<file path="config.mk">
export PLATFORM = sky130hd
export DESIGN_NAME = rhda_regs
export DESIGN_NICKNAME = d
export VERILOG_FILES = /design/src/design/rhda_pkg.sv /design/src/design/rhda_regs.sv /design/src/design/rhda_pg_timer.sv
export SDC_FILE = /design/constraint.sdc
export NUM_CORES = 1
export LEC_CHECK = 0
export BUFFER_PORTS_ARGS = -buffer_cell sky130_fd_sc_hd__buf_2
export CAP_MARGIN = 20
export CORE_MARGIN = 3
export CORE_UTILIZATION = 45
export DETAILED_ROUTE_END_ITERATION = 12
export PLACE_DENSITY = 0.7
export SLEW_MARGIN = 20
export SYNTH_ARGS = -nofsm -noshare
export SYNTH_HDL_FRONTEND = slang
export SYNTH_SLANG_ARGS = --single-unit
</file>
<file path="constraint.sdc">
create_clock -name mclk_i -period 2.5 [get_ports mclk_i]
set_input_delay 0.5 -clock mclk_i [delete_from_list [all_inputs] [get_ports mclk_i]]
set_output_delay 0.5 -clock mclk_i [all_outputs]
set_load 0.01 [all_outputs]
</file>
<file path="src/design/rhda_pkg.sv">
// Constants, field layout and carriers for the first root hub descriptor register.
// Assumes a single 25 MHz register clock and a synchronous active-high reset.
// Function
// - Bits 31-24 hold power-good delay, 2 ms units
// - Bit 12 set means no overcurrent protection
// - Report mode bit ignored while protection absent
// - Bit 11: 0 collective, 1 per-port reporting
// - Report mode resets equal to switch mode
// - Bit 10 compound device type reads zero
// - Bit 9: 0 switched, 1 always powered
// - Switch mode acts only when switching exists
// - Switch mode 0 powers all ports together
// - Masked port follows only per-port commands
// - Unmasked port follows only global commands
// - Bits 7-0 report port count, 1 to 15
// - Register decoded at offset 48h
package rhda_pkg;

  // Register map
  localparam logic [7:0]  RHDA_OFFSET          = 8'h48;
  localparam int          RHDA_ADDR_W          = 8;

  // Field positions
  localparam int          PGD_MSB              = 31;
  localparam int          PGD_LSB              = 24;
  localparam int          NO_OVERCURRENT_PROTECTION_BIT             = 12;
  localparam int          OVERCURRENT_REPORT_MODE_BIT             = 11;
  localparam int          DT_BIT               = 10;
  localparam int          NPS_BIT              = 9;
  localparam int          PSM_BIT              = 8;
  localparam int          NDP_MSB              = 7;
  localparam int          NDP_LSB              = 0;

  // Implementation values
  localparam int          RHDA_PORTS           = 2;
  localparam logic [7:0]  NDP_VALUE            = 8'h02;
  localparam logic [7:0]  NDP_MIN              = 8'h01;
  localparam logic [7:0]  NDP_MAX              = 8'h0F;
  localparam logic [7:0]  PGD_RESET            = 8'h01;
  localparam logic        NO_OVERCURRENT_PROTECTION_RESET           = 1'h0;
  localparam logic        NPS_RESET            = 1'h0;
  localparam logic        PSM_RESET            = 1'h1;
  localparam logic        OVERCURRENT_REPORT_MODE_RESET           = PSM_RESET;
  localparam logic        DT_VALUE             = 1'h0;
  localparam logic [31:0] RDATA_ZERO           = 32'h0000_0000;

  // Power-good timing
  localparam int          CLK_PERIOD_NS        = 40;
  localparam int          PGD_UNIT_NS          = 2000000;
  localparam int          PGD_UNIT_CYCLES      = PGD_UNIT_NS / CLK_PERIOD_NS;
  localparam int          PRE_W                = 24;

  // Writable descriptor fields
  typedef struct packed {
    logic [7:0] power_good_delay;
    logic       no_overcurrent_protection;
    logic       overcurrent_report_mode;
    logic       no_power_switching;
    logic       power_switch_mode;
  } rhda_fields_s;

  // Power commands from the root hub command decoder
  typedef struct packed {
    logic                  global_set;
    logic                  global_clear;
    logic [RHDA_PORTS-1:0] port_set;
    logic [RHDA_PORTS-1:0] port_clear;
  } rhda_power_cmd_s;

  // Power-good timer states
  typedef enum logic [1:0] {
    PG_OFF  = 2'b00,
    PG_WAIT = 2'b01,
    PG_GOOD = 2'b10
  } rhda_pg_e;

endpackage : rhda_pkg

</file>
<file path="src/design/rhda_regs.sv">
// First root hub descriptor register with port power and overcurrent steering.
// Assumes a simple synchronous register port with one-cycle read and write strobes,
// power commands and overcurrent inputs already in the register clock domain.
`timescale 1ns/10ps
module rhda_regs #(
  parameter int UNIT_CYCLES = rhda_pkg::PGD_UNIT_CYCLES
) (
  // Clock and reset
  input  wire logic                                mclk_i,
  input  wire logic                                rst_i,
  // Register port
  input  wire logic [rhda_pkg::RHDA_ADDR_W-1:0]    reg_addr_i,
  input  wire logic                                reg_wr_i,
  input  wire logic                                reg_rd_i,
  input  wire logic [31:0]                         reg_wdata_i,
  output logic      [31:0]                         reg_rdata_o,
  output logic                                     reg_rvalid_o,
  // Port power control
  input  wire logic [rhda_pkg::RHDA_PORTS-1:0]     port_power_control_mask_i,
  input  wire rhda_pkg::rhda_power_cmd_s           power_cmd_i,
  output logic      [rhda_pkg::RHDA_PORTS-1:0]     port_power_o,
  output logic      [rhda_pkg::RHDA_PORTS-1:0]     port_power_good_o,
  // Overcurrent
  input  wire logic                                oc_global_i,
  input  wire logic [rhda_pkg::RHDA_PORTS-1:0]     oc_port_i,
  output logic      [rhda_pkg::RHDA_PORTS-1:0]     oc_report_o
);
  import rhda_pkg::*;

  rhda_fields_s          fields;
  rhda_fields_s          next_fields;
  logic [31:0]           next_rdata;
  logic                  next_rvalid;
  logic [RHDA_PORTS-1:0] next_power;
  logic [RHDA_PORTS-1:0] next_oc;
  logic                  hit;
  logic [31:0]           word;

  assign hit = (reg_addr_i == RHDA_OFFSET);

  // Read view; reserved bits read as their zero reset value
  always_comb begin
    word                   = RDATA_ZERO;
    word[PGD_MSB:PGD_LSB]  = fields.power_good_delay;
    word[NO_OVERCURRENT_PROTECTION_BIT]         = fields.no_overcurrent_protection;
    word[OVERCURRENT_REPORT_MODE_BIT]         = fields.overcurrent_report_mode;
    word[DT_BIT]           = DT_VALUE;
    word[NPS_BIT]          = fields.no_power_switching;
    word[PSM_BIT]          = fields.power_switch_mode;
    word[NDP_MSB:NDP_LSB]  = NDP_VALUE;
  end

  // Register write and read
  always_comb begin
    next_fields = fields;
    if (reg_wr_i && hit) begin
      // Bits 23-13 are not stored, so a careless write there cannot change anything
      next_fields.power_good_delay          = reg_wdata_i[PGD_MSB:PGD_LSB];
      next_fields.no_overcurrent_protection = reg_wdata_i[NO_OVERCURRENT_PROTECTION_BIT];
      next_fields.overcurrent_report_mode   = reg_wdata_i[OVERCURRENT_REPORT_MODE_BIT];
      next_fields.no_power_switching        = reg_wdata_i[NPS_BIT];
      next_fields.power_switch_mode         = reg_wdata_i[PSM_BIT];
    end
    next_rvalid = reg_rd_i;
    next_rdata  = (reg_rd_i && hit) ? word : RDATA_ZERO;
  end

  // Port power and overcurrent steering, one slice per port
  for (genvar i = 0; i < RHDA_PORTS; i++) begin : g_port
    always_comb begin
      next_power[i] = port_power_o[i];
      if (fields.no_power_switching) begin
        next_power[i] = 1'b1;
      end else if (fields.power_switch_mode && port_power_control_mask_i[i]) begin
        if (power_cmd_i.port_set[i]) begin
          next_power[i] = 1'b1;
        end else if (power_cmd_i.port_clear[i]) begin
          next_power[i] = 1'b0;
        end
      end else begin
        // Global switch mode and unmasked ports share the global commands
        if (power_cmd_i.global_set) begin
          next_power[i] = 1'b1;
        end else if (power_cmd_i.global_clear) begin
          next_power[i] = 1'b0;
        end
      end
      if (fields.no_overcurrent_protection) begin
        next_oc[i] = 1'b0;
      end else if (fields.overcurrent_report_mode) begin
        next_oc[i] = oc_port_i[i];
      end else begin
        next_oc[i] = oc_global_i;
      end
    end

    rhda_pg_timer #(
      .UNIT_CYCLES   (UNIT_CYCLES)
    ) u_pg_timer (
      .mclk_i        (mclk_i),
      .rst_i         (rst_i),
      .power_on_i    (port_power_o[i]),
      .delay_units_i (fields.power_good_delay),
      .good_o        (port_power_good_o[i])
    );
  end

  always_ff @(posedge mclk_i) begin
    if (rst_i) begin
      fields.power_good_delay          <= PGD_RESET;
      fields.no_overcurrent_protection <= NO_OVERCURRENT_PROTECTION_RESET;
      fields.overcurrent_report_mode   <= OVERCURRENT_REPORT_MODE_RESET;
      fields.no_power_switching        <= NPS_RESET;
      fields.power_switch_mode         <= PSM_RESET;
      reg_rdata_o                      <= RDATA_ZERO;
      reg_rvalid_o                     <= 1'b0;
      port_power_o                     <= '0;
      oc_report_o                      <= '0;
    end else begin
      fields       <= next_fields;
      reg_rdata_o  <= next_rdata;
      reg_rvalid_o <= next_rvalid;
      port_power_o <= next_power;
      oc_report_o  <= next_oc;
    end
  end

  // Checks; past_hit marks a mapped read in the previous cycle
  logic       past_hit;
  always_ff @(posedge mclk_i) begin
    past_hit <= reg_rd_i && hit;
  end

  for (genvar j = 0; j < RHDA_PORTS; j++) begin : g_chk

  end
endmodule : rhda_regs

</file>
<file path="src/design/rhda_pg_timer.sv">
// Per-port power-on to power-good timer.
// Assumes power_on_i is a registered level in the same clock domain.
`timescale 1ns/10ps
module rhda_pg_timer #(
  parameter int UNIT_CYCLES = rhda_pkg::PGD_UNIT_CYCLES
) (
  // Clock and reset
  input  wire logic       mclk_i,
  input  wire logic       rst_i,
  // Control
  input  wire logic       power_on_i,
  input  wire logic [7:0] delay_units_i,
  // Status
  output logic            good_o
);
  import rhda_pkg::*;

  localparam logic [PRE_W-1:0] PRE_LOAD = PRE_W'(UNIT_CYCLES - 1);

  rhda_pg_e         state;
  rhda_pg_e         next_state;
  logic [PRE_W-1:0] pre;
  logic [PRE_W-1:0] next_pre;
  logic [7:0]       units;
  logic [7:0]       next_units;
  logic             next_good;

  always_comb begin
    next_state = state;
    next_pre   = pre;
    next_units = units;
    case (state)
      PG_OFF: begin
        if (power_on_i) begin
          next_pre   = PRE_LOAD;
          next_units = delay_units_i;
          next_state = (delay_units_i == 8'h00) ? PG_GOOD : PG_WAIT;
        end
      end
      PG_WAIT: begin
        // Delay is latched at power-on so a rewrite cannot stretch a wait in progress
        if (!power_on_i) begin
          next_state = PG_OFF;
        end else if (pre == '0) begin
          if (units == 8'h01) begin
            next_state = PG_GOOD;
          end else begin
            next_units = units - 8'h01;
            next_pre   = PRE_LOAD;
          end
        end else begin
          next_pre = pre - PRE_W'(1);
        end
      end
      PG_GOOD: begin
        if (!power_on_i) begin
          next_state = PG_OFF;
        end
      end
      default: begin
        next_state = PG_OFF;
      end
    endcase
    next_good = (next_state == PG_GOOD);
  end

  always_ff @(posedge mclk_i) begin
    if (rst_i) begin
      state  <= PG_OFF;
      pre    <= '0;
      units  <= '0;
      good_o <= 1'b0;
    end else begin
      state  <= next_state;
      pre    <= next_pre;
      units  <= next_units;
      good_o <= next_good;
    end
  end

  // Checking helpers
  logic [31:0] wait_cnt;
  logic [7:0]  start_units;
  always_ff @(posedge mclk_i) begin
    if (rst_i || !power_on_i) begin
      wait_cnt <= '0;
    end else if (!good_o) begin
      wait_cnt <= wait_cnt + 32'h0000_0001;
    end
    if (rst_i) begin
      start_units <= '0;
    end else if (state == PG_OFF && power_on_i) begin
      start_units <= delay_units_i;
    end
  end
endmodule : rhda_pg_timer

</file>
* Yosys cells after proc, flatten, opt, wreduce, memory -nomap -nowiden *
Cells that the tools add are included.

operators by class
  multiplexer cells = 46
  add/subtract/negate cells = 4
  equality and inequality tests = 21
  reductions and logical operators = 21
  bitwise operators = 1

operator list
  operator                                            number
  two-way mux 24 bit                                  8
  one-hot mux 24 bit (2 select lines)                 2
  two-way mux 8 bit                                   8
  logical NOT 24 bit                                  2
  subtractor 24 x 1 -> 24 bit, second input constant  2
  one-hot mux 8 bit (2 select lines)                  2
  two-way mux 2 bit                                   12
  == test 8 x 1 -> 1 bit, second input constant       2
  subtractor 8 x 1 -> 8 bit, second input constant    2
  two-way mux 1 bit                                   12
  != test 2 bit, second input constant                6
  one-hot mux 2 bit (3 select lines)                  2
  AND reduction 5 bit                                 2
  == test 2 bit, second input constant                4
  == test 8 x 7 -> 1 bit, second input constant       1
  logical NOT 8 bit                                   1
  != test 4 bit, second input constant                2
  AND reduction 4 bit                                 2
  nonzero test 4 bit                                  2
  != test 3 bit, second input constant                2
  == test 2 x 1 -> 1 bit, second input constant       2
  logical AND 1 bit                                   4
  logical NOT 2 bit                                   2
  != test 2 x 1 -> 1 bit, second input constant       2
  4 further kinds                                     7

storage, ports and cells
  bits in registers = 119
  bits of input ports = 55
  output and inout bits = 39

* Depth between registers and ports, before layout *
  depth in word-level cells = 6
  gate-level depth with buffers = 9
  depth with buffers taken out = 7

* Modules after synthesis *
Synthesis repeated with hierarchy kept, for this count alone.

second synthesis, totals
  cell total of the unflattened synthesis = 619
  area, all modules = 5391.4 um^2

modules (own cells, without submodules)
  module                                 area each (um^2)  times used  cells an instance
  rhda_pg_timer at g_port[1].u_pg_timer  2130.8            1           247
  rhda_pg_timer at g_port[0].u_pg_timer  2070.7            1           258
  rhda_regs                              1189.9            1           114

* Worst setup path after synthesis *
No wires, ideal clock.

  path type = reg2reg
  start = reg g_port[0].u_pg_timer.pre[0]
  end = reg g_port[0].u_pg_timer.pre[23]
  slack = -0.144 ns
  clock period less this slack = 2.644 ns
  stages on the path, launching flop included = 9
  data arrival time = 2.584 ns
  cells stage by stage = dfxtp_1 -> inv_1 -> ha_1 -> or4b_2 -> or4_4 -> or4_4 -> buf_6 -> a21oi_4 -> a221o_1

between the ends
  longest elaborated chain between the ends = 4
  elaborated cells between the ends (all ways) = 7
  classes of those cells = 1 x add/sub; 1 x eq/ne; 3 x mux; 2 x reduce/logical

RTL lines
  item                                                                      line                                      source
  start: declaration                                                        rhda_pg_timer.sv:22                       logic [PRE_W-1:0] pre;
  start signal: assignment                                                  rhda_pg_timer.sv:75                       pre <= next_pre;
  subtractor 24 x 1 -> 24 bit / logical NOT 24 bit (equally long branches)  rhda_pg_timer.sv:52, rhda_pg_timer.sv:44
  two-way mux 24 bit                                                        rhda_pg_timer.sv:44                       end else if (pre == '0) begin
  two-way mux 24 bit                                                        rhda_pg_timer.sv:42                       if (!power_on_i) begin
  one-hot mux 24 bit (2 select lines)                                       rhda_pg_timer.sv:32                       case (state)

Several ways; a longest one is shown, not always the timed one. The select of a mux whose other input is x is not followed.
A chain may end at the register's enable or synchronous reset.

* Final worst setup path *
  start = reg g_port[0].u_pg_timer.pre[1]
  end = reg g_port[0].u_pg_timer.pre[23]

The elaborated chain is that of the path after synthesis.

==> impl_metrics.csv <==
group,metric,value,unit
synth,ys_seq_area_share,38.1,%
grt,grt_max_degree,25,
critical_path,reg2reg_depth,7,
synth,synth_area_leader_cell,"dfxtp_1",
power_and_ir_drop,power.leakage,2.47,nW
power_and_ir_drop,ir_drop,0.000524,V
synth,synth_edf_count,0,
clock_tree,cts_buffers,9,
critical_path,reg2reg_from,"g_port[0].u_pg_timer.pre[1]$_SDFFE_PP0P_",
grt,grt_pass1_wl,22400,um
job,max_cap_viol_count,0,
detailed_routing,route.detailed.vias_per_inst,6.09,
hold_path,hold_end,"fields[0]$_SDFFE_PP1P_",
critical_path,cpPeakStageDelay,0.57,ns
power_and_ir_drop,cellPowerDensity,631,nW/um^2
run_status,status,"completed",
sta,hold_ws,0.362,ns
synth,avgSynthCellArea,8.37,um^2
clock_tree,cts_tree,"yes",
detailed_routing,wire_per_inst,16.1,um
critical_path,path_max_fanout,7,
critical_path,path_class,"register to register",
floorplanning,dieArea,13000,um^2
critical_path,rr_endpoint,"g_port[0].u_pg_timer.pre[23]$_SDFFE_PP0P_",
sta,relSlewSlack,48.0,%
critical_path,rrSetupSlack,0.05,ns
floorplanning,die_h,114,um
synth,yosysTopAreaCellShare,38.1,%
clock_tree,cts_sinks,100,
clock_tree,cts_root_buf,"clkbuf_16",
sta,rsz0062_at_grt,"yes",
cells_and_area,diodes,0,
placement,dp_hpwl,9640,um
synth,syn-cell-area,5250,um^2
sta,fin_worst_skew,0.00599,ns
hold_path,hold_depth,3,
sta,fmax,408,MHz
placement,port_buffers,54,
detailed_routing,via_count,5137,
clock_tree,cts_buffer_depth,2,
synth,synth.top_cells.by_count,"dfxtp_1, nor2_1, a21oi_1, or3_1, or4_1",
clock_tree,clk_latency,0.35,ns
critical_path,cp-end-kind,"register",
sta,maxSlewViolCount,0,
power_and_ir_drop,total_power,0.00386,W
grt,antenna_found_initial,0,
sta,setup_violations,0,
synth,synthDistinctLibCells,67,
detailed_routing,first_pass_iters,5,
hold_path,hold_path.class,"input port to register",
critical_path,cp_data_arrival_time,2.74,ns
floorplanning,die_x,114,um
sta,hold_viol,0,
synth,synthFlopType,"dfxtp_1",
detailed_routing,drc,0,
synth,async_flop_share,0,%
critical_path,cp.required,2.80,ns
floorplanning,coreArea,11100,um^2
grt,overflow,0,
cells_and_area,drive_gt1_share,20.8,%
synth,synth_area_leaders,"dfxtp_1, or4_1, a21oi_1",
grt,grt_usage,20.8,%
synth,synth.most_common_cell,"dfxtp_1",
detailed_routing,drtAntennaViolNets,0,
synth,synth_seq_cells,100,
detailed_routing,routed_wl,13600,um
critical_path,path_cells,"inv_1 > ha_2 > or4b_4 > or4_4 > or4_4 > a21oi_4 > a221o_1",
synth,ys.warnings.count,0,
floorplanning,start_util,47.2,%
detailed_routing,dr.first_iter.drc_count,349,
cells_and_area,syn_to_final_growth,16.3,%
floorplanning,rows,38,
cells_and_area,finalNetCount,760,
placement,gp_congestion,0.902,
grt,grt_pass1_vias,4777,
sta,period_needed,2.45,ns
hold_path,min-delay-start,"reg_wdata_i[8]",
synth,synth_cells,628,
clock_tree,clk_pin_slew,0.06,ns
critical_path,worst_path_max_delay_cell,"or4_4",
clock_tree,postCtsHoldBufs,0,
critical_path,cp-start-kind,"register",
sta,post-route-period-util,97.9,%
critical_path,crit_path_frequent_cell,"or4_4",
sta,worst_pin_slew,0.772,ns
floorplanning,ioPinCount,94,
clock_tree,htree_levels,3,
[worst max path at each step]
stage,endpoint,cells after the start,startpoint
3_5_place_dp,g_port[0].u_pg_timer.pre[23]$_SDFFE_PP0P_,5,g_port[0].u_pg_timer.pre[20]$_SDFFE_PP0P_
3_3_place_gp,g_port[0].u_pg_timer.pre[23]$_SDFFE_PP0P_,5,g_port[0].u_pg_timer.pre[20]$_SDFFE_PP0P_
2_1_floorplan,g_port[0].u_pg_timer.pre[23]$_SDFFE_PP0P_,7,g_port[0].u_pg_timer.pre[19]$_SDFFE_PP0P_
6_report,g_port[0].u_pg_timer.pre[23]$_SDFFE_PP0P_,7,g_port[0].u_pg_timer.pre[1]$_SDFFE_PP0P_
5_1_grt,g_port[0].u_pg_timer.pre[2]$_SDFFE_PP0P_,7,g_port[0].u_pg_timer.pre[1]$_SDFFE_PP0P_
4_1_cts,g_port[0].u_pg_timer.pre[2]$_SDFFE_PP0P_,5,g_port[0].u_pg_timer.pre[17]$_SDFFE_PP0P_
[final cells by class]
cell class,count,area (um^2)
multi-input cells,477,3010
well taps,140,175
flip-flops and latches,100,2000
repair buffers,99,608
fillers,1038,5020
clock inverters,4,26.3
inverters,12,45.0
clock buffers,11,243
[logic make-up after synthesis]
family,share of synthesized area [%]
simple gates,30.3
compound gates,20.1
flops,38.1
buf+inv,6.86
mux,2.91
fa+ha+maj,1.43
other cells,0.0714
xor+xnor,0.167
[layout by cell type (no fill, tap or decap), types with 4 or more instances in the layout]
master,n
dfxtp_1,98
buf_2,54
nor2_1,47
a21oi_1,46
buf_4,45
or3_1,32
or4_1,31
nand2_1,31
o21ai_0,25
nor3_1,21
nand3_1,19
conb_1,19
o31ai_1,17
and2_1,16
a31oi_1,15
nor4_1,15
mux2i_1,13
nand4_1,11
o211ai_1,11
inv_1,11
nand2b_1,9
clkbuf_16,9
nor2b_1,7
a211oi_1,6
a22oi_1,5
and3_1,5
ha_1,5
or2_2,4
nor4b_1,4
a311oi_1,4
[through the flow]
stage | setup WS (ns) | util (%) | setup TNS [ns] | cell area (um^2) | cells
2_1_floorplan | 0.00631 | - | 0 | 5330 | 646
3_3_place_gp | 0.0370 | 52.0 | 0 | 5790 | 826
3_5_place_dp | 0.00392 | 52.0 | 0 | 5790 | 826
4_1_cts | 0.0166 | 54.5 | 0 | 6060 | 841
5_1_grt | -0.00958 | 54.9 | -0.0154 | 6110 | 843
6_report | 0.0519 | 54.9 | 0 | 6110 | 843
[registers in the layout, summed over array words and instances (netlist names)]
signal and cells:
g_port.u_pg_timer.state 4, oc_report_o 2, reg_rvalid_o 1, port_power_o 2, g_port.u_pg_timer.good_o 2, fields 12
g_port.u_pg_timer.units 16, g_port.u_pg_timer.pre 48, reg_rdata_o 13
[report_power, final]
part / internal, W / leakage [nW] / switching, W
Sequential: 0.00167 / 0.814 / 0.0000739
Clock: 0.000695 / 0.131 / 0.000593
Combinational: 0.000338 / 1.52 / 0.000488
[worst max-delay path, delay by kind of cell, from the launching register on]
kind,cells,cell delay (ns)
compound gates,2,0.36
simple gates,3,1.48
fa+ha+maj,1,0.17
buf+inv,1,0.06
flops,1,0.32
[metal layers]
layer / global-route usage (%) / part of all wire, % / up-vias
met5: 0 / 0 / -
met4: 8.47 / 2.2 / 0
met2: 33.5 / 45 / 213
li1: - / - / 2485
met1: 27.9 / 44 / 2417
met3: 3.59 / 8.8 / 22
[what timing repair did]
action                                  4_1_cts  5_1_grt
endpoints found under the hold margin         0        0
resized for setup                             1       11
pin swaps                                     0        2
endpoints found under the setup margin        2       35
buffers inserted                              0        2
No activity file was read; power rests on OpenSTA's default activity.
